File: src/hmc_pkg.sv
// Package: states, register map and timing constants of the halt mode controller
package hmc_pkg;
  localparam int          HMC_STARTUP_CYCLES = 4096;
  localparam logic [12:0] HMC_CNT_LOAD       = 13'h1000;
  localparam logic [12:0] HMC_CNT_ZERO       = 13'h0000;
  localparam logic [12:0] HMC_CNT_ONE        = 13'h0001;
  localparam logic [11:0] HMC_ADDR_CTRL      = 12'h000;
  localparam logic [11:0] HMC_ADDR_STATUS    = 12'h004;
  localparam logic [31:0] HMC_WORD_ZERO      = 32'h0000_0000;
  localparam int          HMC_BIT_OIE        = 0;
  localparam int          HMC_BIT_WDG_OPT    = 1;
  localparam logic        HMC_RST_OIE        = 1'b0;
  localparam logic        HMC_RST_WDG_OPT    = 1'b0;
  typedef enum logic [2:0] {
    HMC_RUN,
    HMC_ACTIVE_HALT,
    HMC_FULL_HALT,
    HMC_STARTUP
  } hmc_state_e;
endpackage : hmc_pkg

File: src/hmc_cfg_if.sv
// Interface: configuration bits passing from the register slave to the controller
`timescale 1ns/1ps
`default_nettype none
interface hmc_cfg_if;
  logic osc_int_enable;
  logic watchdog_halt_option;
  modport regs (output osc_int_enable, output watchdog_halt_option);
  modport ctrl (input osc_int_enable, input watchdog_halt_option);
endinterface : hmc_cfg_if
`default_nettype wire

File: src/hmc_halt_mode_controller.sv
// Top: halt mode controller for the two deepest low-power states
//
// Behaviour
// - Deep low-power states are entered only by the CPU halt instruction.
// - Oscillator interrupt enable 0 selects full halt, 1 selects timebase-retaining halt.
// - Timebase halt wakes on timebase or clock security interrupt, wake-capable interrupt or reset only.
// - Leaving timebase halt by reset or interrupt inserts 4096 cycle delay.
// - After the delay the CPU services the waking interrupt or fetches reset vector.
// - Entering timebase halt clears interrupt mask; pending interrupt wakes at once.
// - In timebase halt only oscillator and timebase counter stay clocked.
// - With oscillator interrupt enabled, watchdog causes no reset on timebase halt entry.
// - Full halt wakes only on wake-capable interrupt or reset, not timebase.
// - Full halt exit restarts oscillator at once then holds CPU 4096 cycles.
// - Entering full halt forces interrupt mask to 0; pending interrupt wakes at once.
// - Full halt stops oscillator, processing and peripheral clocks.
// - Watchdog-halt option decides if halt with watchdog on gives watchdog reset.
// - Servicing wake interrupt pushes condition codes and sets mask until popped.
// - External lines wake either halt; timebase or clock security only timebase halt.
//
// Added by the designer: the APB register port and the register offsets.
`timescale 1ns/1ps
`default_nettype none
module hmc_halt_mode_controller
  import hmc_pkg::*;
(
  input  wire logic        clk_sys,
  input  wire logic        rst_b,
  input  wire logic        psel,
  input  wire logic        penable,
  input  wire logic        pwrite,
  input  wire logic [11:0] paddr,
  input  wire logic [31:0] pwdata,
  output logic      [31:0] prdata,
  output logic             pready,
  output logic             pslverr,
  input  wire logic        halt_exec,
  input  wire logic        watchdog_active,
  input  wire logic        wake_reset,
  input  wire logic [3:0]  ext_irq,
  input  wire logic        timebase_irq,
  input  wire logic        clock_security_irq,
  input  wire logic        iret_pop,
  output logic             cpu_hold,
  output logic             cpu_resume_irq,
  output logic             cpu_resume_reset,
  output logic             int_mask,
  output logic             ccr_push,
  output logic             osc_enable,
  output logic             timebase_clk_en,
  output logic             periph_clk_en,
  output logic             watchdog_reset
);
  hmc_cfg_if  cfg ();
  hmc_state_e state;
  logic       ext_wake;
  logic       tb_wake;
  logic       wake_by_reset;
  logic       load;
  logic       busy;
  logic       expire;
  logic       wdg_trip;
  logic [31:0] status_word;
  logic [31:0] prdata_c;
  logic        pslverr_c;

  assign ext_wake = |ext_irq;
  assign tb_wake  = timebase_irq || clock_security_irq;
  // Halt with watchdog running, option set and oscillator interrupt disabled resets instead of halting
  assign wdg_trip = halt_exec && watchdog_active && cfg.watchdog_halt_option
                    && !cfg.osc_int_enable;
  assign load = (state == HMC_ACTIVE_HALT && (ext_wake || tb_wake || wake_reset))
             || (state == HMC_FULL_HALT && (ext_wake || wake_reset));

  assign status_word = {26'h0000000, wake_by_reset, busy, state, cfg.osc_int_enable};

  hmc_apb_regs u_regs (
    .clk_sys     (clk_sys),
    .rst_b       (rst_b),
    .psel        (psel),
    .penable     (penable),
    .pwrite      (pwrite),
    .paddr       (paddr),
    .pwdata      (pwdata),
    .status_word (status_word),
    .prdata      (prdata_c),
    .pslverr     (pslverr_c),
    .cfg         (cfg.regs)
  );

  hmc_startup_timer u_timer (
    .clk_sys (clk_sys),
    .rst_b   (rst_b),
    .load    (load),
    .busy    (busy),
    .expire  (expire)
  );

  // Registered APB answer: one wait state gives flip-flop outputs
  always_ff @(posedge clk_sys or negedge rst_b) begin
    if (!rst_b) begin
      pready  <= 1'b0;
      prdata  <= HMC_WORD_ZERO;
      pslverr <= 1'b0;
    end else begin
      pready  <= psel && penable && !pready;
      prdata  <= prdata_c;
      pslverr <= pslverr_c && !pready;
    end
  end

  // Mode sequencing
  always_ff @(posedge clk_sys or negedge rst_b) begin
    if (!rst_b) begin
      state <= HMC_RUN;
    end else begin
      unique case (state)
        HMC_RUN: begin
          if (halt_exec && !wdg_trip) begin
            state <= cfg.osc_int_enable ? HMC_ACTIVE_HALT : HMC_FULL_HALT;
          end
        end
        HMC_ACTIVE_HALT: begin
          if (ext_wake || tb_wake || wake_reset) begin
            state <= HMC_STARTUP;
          end
        end
        HMC_FULL_HALT: begin
          if (ext_wake || wake_reset) begin
            state <= HMC_STARTUP;
          end
        end
        HMC_STARTUP: begin
          if (expire) begin
            state <= HMC_RUN;
          end
        end
        default: state <= HMC_RUN;
      endcase
    end
  end

  // Remembers whether the wake came from reset, to pick the resume path
  always_ff @(posedge clk_sys or negedge rst_b) begin
    if (!rst_b) begin
      wake_by_reset <= 1'b0;
    end else if (load) begin
      wake_by_reset <= wake_reset;
    end
  end

  // Resume pulses and condition code push
  always_ff @(posedge clk_sys or negedge rst_b) begin
    if (!rst_b) begin
      cpu_resume_irq   <= 1'b0;
      cpu_resume_reset <= 1'b0;
      ccr_push         <= 1'b0;
    end else begin
      cpu_resume_irq   <= (state == HMC_STARTUP) && expire && !wake_by_reset;
      cpu_resume_reset <= (state == HMC_STARTUP) && expire && wake_by_reset;
      ccr_push         <= (state == HMC_STARTUP) && expire && !wake_by_reset;
    end
  end

  // Interrupt mask: cleared on halt entry, set while the wake routine runs
  always_ff @(posedge clk_sys or negedge rst_b) begin
    if (!rst_b) begin
      int_mask <= 1'b1;
    end else if (state == HMC_RUN && halt_exec && !wdg_trip) begin
      int_mask <= 1'b0;
    end else if (state == HMC_STARTUP && expire && !wake_by_reset) begin
      int_mask <= 1'b1;
    end else if (state == HMC_STARTUP && expire) begin
      int_mask <= 1'b1;
    end else if (iret_pop) begin
      int_mask <= 1'b0;
    end
  end

  // Clock gating; the CPU stays held until the counter expires
  always_ff @(posedge clk_sys or negedge rst_b) begin
    if (!rst_b) begin
      cpu_hold        <= 1'b0;
      osc_enable      <= 1'b1;
      timebase_clk_en <= 1'b1;
      periph_clk_en   <= 1'b1;
      watchdog_reset  <= 1'b0;
    end else begin
      cpu_hold        <= (state != HMC_RUN) && !((state == HMC_STARTUP) && expire);
      osc_enable      <= !(state == HMC_FULL_HALT && !load);
      timebase_clk_en <= !(state == HMC_FULL_HALT);
      periph_clk_en   <= (state == HMC_RUN) || ((state == HMC_STARTUP) && expire);
      watchdog_reset  <= wdg_trip && state == HMC_RUN;
    end
  end
endmodule : hmc_halt_mode_controller
`default_nettype wire

File: src/hmc_apb_regs.sv
// APB slave holding the configuration register and reading back the status word
`timescale 1ns/1ps
`default_nettype none
module hmc_apb_regs
  import hmc_pkg::*;
(
  input  wire logic        clk_sys,
  input  wire logic        rst_b,
  input  wire logic        psel,
  input  wire logic        penable,
  input  wire logic        pwrite,
  input  wire logic [11:0] paddr,
  input  wire logic [31:0] pwdata,
  input  wire logic [31:0] status_word,
  output logic      [31:0] prdata,
  output logic             pslverr,
  hmc_cfg_if.regs          cfg
);
  logic access;
  logic mapped;
  logic seen;
  assign access = psel && penable;

  // Mirrors the registered pready so a write lands only on the answering edge
  always_ff @(posedge clk_sys or negedge rst_b) begin
    if (!rst_b) begin
      seen <= 1'b0;
    end else begin
      seen <= access && !seen;
    end
  end
  assign mapped = (paddr == HMC_ADDR_CTRL) || (paddr == HMC_ADDR_STATUS);

  always_ff @(posedge clk_sys or negedge rst_b) begin
    if (!rst_b) begin
      cfg.osc_int_enable       <= HMC_RST_OIE;
      cfg.watchdog_halt_option <= HMC_RST_WDG_OPT;
    end else if (access && seen && pwrite && paddr == HMC_ADDR_CTRL) begin
      cfg.osc_int_enable       <= pwdata[HMC_BIT_OIE];
      cfg.watchdog_halt_option <= pwdata[HMC_BIT_WDG_OPT];
    end
  end

  // Read data is combinational within the access cycle; the top registers it and answers with pready after one wait state
  always_comb begin
    prdata  = HMC_WORD_ZERO;
    pslverr = access && !mapped;
    if (paddr == HMC_ADDR_CTRL) begin
      prdata[HMC_BIT_OIE]     = cfg.osc_int_enable;
      prdata[HMC_BIT_WDG_OPT] = cfg.watchdog_halt_option;
    end else if (paddr == HMC_ADDR_STATUS) begin
      prdata = status_word;
    end
  end
endmodule : hmc_apb_regs
`default_nettype wire

File: src/hmc_startup_timer.sv
// Start-up delay counter loaded on each halt exit
`timescale 1ns/1ps
`default_nettype none
module hmc_startup_timer
  import hmc_pkg::*;
(
  input  wire logic clk_sys,
  input  wire logic rst_b,
  input  wire logic load,
  output logic      busy,
  output logic      expire
);
  logic [12:0] count;
  always_ff @(posedge clk_sys or negedge rst_b) begin
    if (!rst_b) begin
      count <= HMC_CNT_ZERO;
    end else if (load) begin
      count <= HMC_CNT_LOAD;
    end else if (count != HMC_CNT_ZERO) begin
      count <= count - HMC_CNT_ONE;
    end
  end
  assign busy   = (count != HMC_CNT_ZERO);
  assign expire = (count == HMC_CNT_ONE);
endmodule : hmc_startup_timer
`default_nettype wire

File: config.mk
export PLATFORM = sky130hd
export DESIGN_NAME = hmc_halt_mode_controller
export DESIGN_NICKNAME = d
export VERILOG_FILES = /design/src/hmc_pkg.sv /design/src/hmc_cfg_if.sv /design/src/hmc_halt_mode_controller.sv /design/src/hmc_apb_regs.sv /design/src/hmc_startup_timer.sv
export SDC_FILE = /design/constraint.sdc
export NUM_CORES = 1
export LEC_CHECK = 0
export BUFFER_PORTS_ARGS = -buffer_cell sky130_fd_sc_hd__buf_2
export CORE_MARGIN = 10
export CORE_UTILIZATION = 53
export DETAILED_ROUTE_END_ITERATION = 10
export GPL_TIMING_DRIVEN = 0
export PLACE_DENSITY = 0.88
export RECOVER_POWER = 25
export SYNTH_ARGS = -nofsm -noshare
export SYNTH_HDL_FRONTEND = slang
export SYNTH_HIERARCHICAL = 1
export SYNTH_SLANG_ARGS = --single-unit
File: constraint.sdc
create_clock -name clk_sys -period 4.6 [get_ports clk_sys]
set_clock_uncertainty 0.15 [all_clocks]
set_input_delay 0.46 -clock clk_sys [delete_from_list [all_inputs] [get_ports clk_sys]]
set_output_delay 0.46 -clock clk_sys [all_outputs]
set_load 0.02 [all_outputs]
==> reports/results.tsv <==
stage	metric	value	unit
status	status	finished clean	
timing	min Tclk post-route	2.32	ns
floorplan	row count	25	
critical_path	crit end category	flop	
floorplan	Die Wd	90.4	um
timing	final hold vios	0	
synth	#FFs+latches synth	61	
clock_tree	clk_lat worst skew	0.33	ns
min_path	worst hold path type	input port to async pin	
synth	Syn Inst Count	226	
timing	Setup violations, final	0	
placed_design	Post-DP HPWL	4170	um
job	maxcap violations	0	
floorplan	Chip Height	90.4	um
synth	Post-synth EDFFs	0	
layout	commonest non-fill, non-tap cell in the layout	buf_2	
timing	fmax	0.431	GHz
layout	Nets	401	
timing	worst setup margin	2.28	ns
pwr	Leak	1.77	nW
clock_tree	CTS buffer count	9	
global_routing	initial antenna violation count	0	
floorplan	core area	0.00475	sq mm
drt	DRT Pass-1 Iters	4	
placed_design	Port Buf Inserts	71	
clock_tree	# resized after CTS	0	
global_routing	vias in the first global route	2082	
pwr	combinational power share	0.328	
placed_design	Placer Congestion	0.812	
pwr	Sw Ratio	0.348	
synth	fraction of registers with async set or reset after synthesis	1.00	
floorplan	IO Count	102	
timing	slew of the pin with the lowest slew margin	0.722	ns
critical_path	Arrival @ worst endpoint	2.38	ns
timing	fin crit share	0.505	
critical_path	CP max FO	8	
clock_tree	CTS hold repair buffers	0	
global_routing	GRT Total Usage	0.146	
layout	area grow syn2layout	26.8	%
layout	commonest non-fill, non-tap cells in the layout	70 x buf_2, 57 x dfrtp_1, 30 x and2_1	
placed_design	DP Worst Slack	2.33	ns
drt	vias per cell	4.81	
clock_tree	Root Buffer	clkbuf_8	
pwr	pwr/cell area	490	mW/mm^2
critical_path	critical path type	flop to flop	
timing	TNS Setup	0	ns
critical_path	crit path launch type	flop	
floorplan	DIE AREA	0.00818	sq mm
global_routing	largest net degree at the start of global routing	62	
synth	sequential share of the synthesized area	0.583	
synth	Top FF cell, synth	dfrtp_1	
pwr	Sequential Power Share	0.429	
pwr	NetSw	0.000568	W
global_routing	first-pass GRT wire length	9720	um
clock_tree	CTS max path bufs	2	
global_routing	Overflow after GRT	0	
drt	post-route ant nets	0	
timing	worst rel slew slack	0.519	
clock_tree	Worst-path clk slew	0.07	ns
synth	YS warnings	6	
clock_tree	CTS Sinks	61	
clock_tree	htree depth	3	
timing	RSZ-0062 raised after global routing	false	
pwr	Cell Int Power	0.00106	W
pwr	Clk pwr share	0.243	
critical_path	Required @ worst endpoint	4.66	ns
layout	fill count	366	
timing	max-slew violation count	0	
floorplan	Starting Density	0.553	
drt	routed len/inst	13.5	um
pwr	maximum vdd drop	0.000309	V
synth	syn avg cell area	11.6	sq um
clock_tree	CTS tree	yes	
drt	Detailed Route WL	5470	um
layout	share of post-route cells with drive strength above 1	0.331	
layout	Antenna Cells	0	
synth	Syn Std Cell Area	0.00263	sq mm
drt	drc violations	0	
synth	Unique masters post-synth	43	
drt	Iter 0 DRT Violations	104	
drt	vias post-DR	1948	
clock_tree	Setup Buffers After CTS	0	
## synth_stat cells, types with 4 or more instances
library cell	instances	area [sq um]
nor2_1	22	82.6
ha_1	8	100
dfrtp_1	57	1430
nand2b_1	6	37.5
o21ai_0	5	25.0
and2_1	30	188
nor2b_1	6	37.5
nand3_1	4	20.0
inv_1	10	37.5
a21oi_1	9	45.0
nand4_1	6	37.5
nor3_1	6	30.0
dfstp_2	4	105
mux2_2	8	90.1
nand2_1	8	30.0
## through the flow
stage / cell area [sq um] / hold WS [ns] / cells / power [W] / util
after floorplan: 2730 / 0.0144 / 252 / 0.00110 / -
after CTS: 3330 / 0.185 / 405 / 0.00164 / 0.701
after global placement: 3170 / 0.254 / 390 / 0.00121 / 0.666
final: 3330 / 0.0374 / 405 / 0.00163 / 0.701
after detailed placement: 3170 / 0.270 / 390 / 0.00124 / 0.666
after global routing: 3330 / 0.0976 / 405 / 0.00175 / 0.701
## power by group through the flow
| stage | Clock (W) | Combinational [W] | Sequential [W] |
|---|---|---|---|
| floorplan | 0 | 0.000395 | 0.000704 |
| global placement | 0 | 0.000508 | 0.000702 |
| detailed placement | 0 | 0.000532 | 0.000706 |
| CTS | 0.000408 | 0.000534 | 0.000698 |
| global route | 0.000432 | 0.000609 | 0.000710 |
| finish | 0.000397 | 0.000535 | 0.000701 |
## critical path, stage by stage, from the launching register on
cell	delay, ns
dfrtp_1	0.45
or4_4	0.58
nor3_1	0.34
inv_1	0.12
a2bb2oi_2	0.16
o221ai_2	0.12
mux2_2	0.28
## per-layer routing
layer | routed length, um | vias up | global-route usage | part of all wire
li1 | - | 962 | - | -
met1 | 2060 | 911 | 0.147 | 0.38
met2 | 2840 | 64 | 0.252 | 0.52
met3 | 402 | 11 | 0.0532 | 0.073
met4 | 171 | 0 | 0.0915 | 0.031
met5 | 0 | - | 0 | 0
## worst paths after layout
kind,slack (ns),to,from,cells past startpoint
min,0.04,u_timer/count[8],rst_b,1
max reg2reg,2.28,state[0],u_timer/count[5],6
min in group clk_sys,0.19,int_mask,iret_pop,3
max,2.28,state[0],u_timer/count[5],6
max in group asynchronous,3.78,u_regs/cfg.watchdog_halt_option,rst_b,1
min reg2reg,0.28,u_regs/seen,u_regs/seen,1
## cell families after synthesis
family | Yosys count | share of synthesized area
adders and majority gates | 8 | 0.0381
other | 1 | 0.00143
AOI/OAI and AO/OA | 23 | 0.0590
muxes | 10 | 0.0419
xor gates and xnor gates | 1 | 0.00333
buffers and inverters | 15 | 0.0314
and+or+nand+nor | 107 | 0.242
DFF | 61 | 0.583
## sequential cells by signal (all words and copies together) (netlist names)
register                         count
wake_by_reset                        1
u_regs/seen                          1
watchdog_reset                       1
pready                               1
pslverr                              1
cpu_hold                             1
u_regs/cfg.watchdog_halt_option      1
timebase_clk_en                      1
osc_enable                           1
int_mask                             1
state                                2
u_regs/cfg.osc_int_enable            1
prdata                              32
ccr_push                             1
periph_clk_en                        1
u_timer/count                       13
cpu_resume_reset                     1
## area by class of cell
type | count | area (sq um) | share of cell area
Buffer | 5 | 45.0 | 0.0135
Clock buffer | 11 | 141 | 0.0424
Clock inverter | 4 | 25.0 | 0.00750
Inverter | 10 | 37.5 | 0.0113
Multi-Input combinational cell | 176 | 1110 | 0.334
Sequential cell | 61 | 1530 | 0.459
Tap cell | 67 | 83.8 | 0.0251
Timing Repair Buffer | 71 | 358 | 0.107
(Power assumes the default switching activity.)
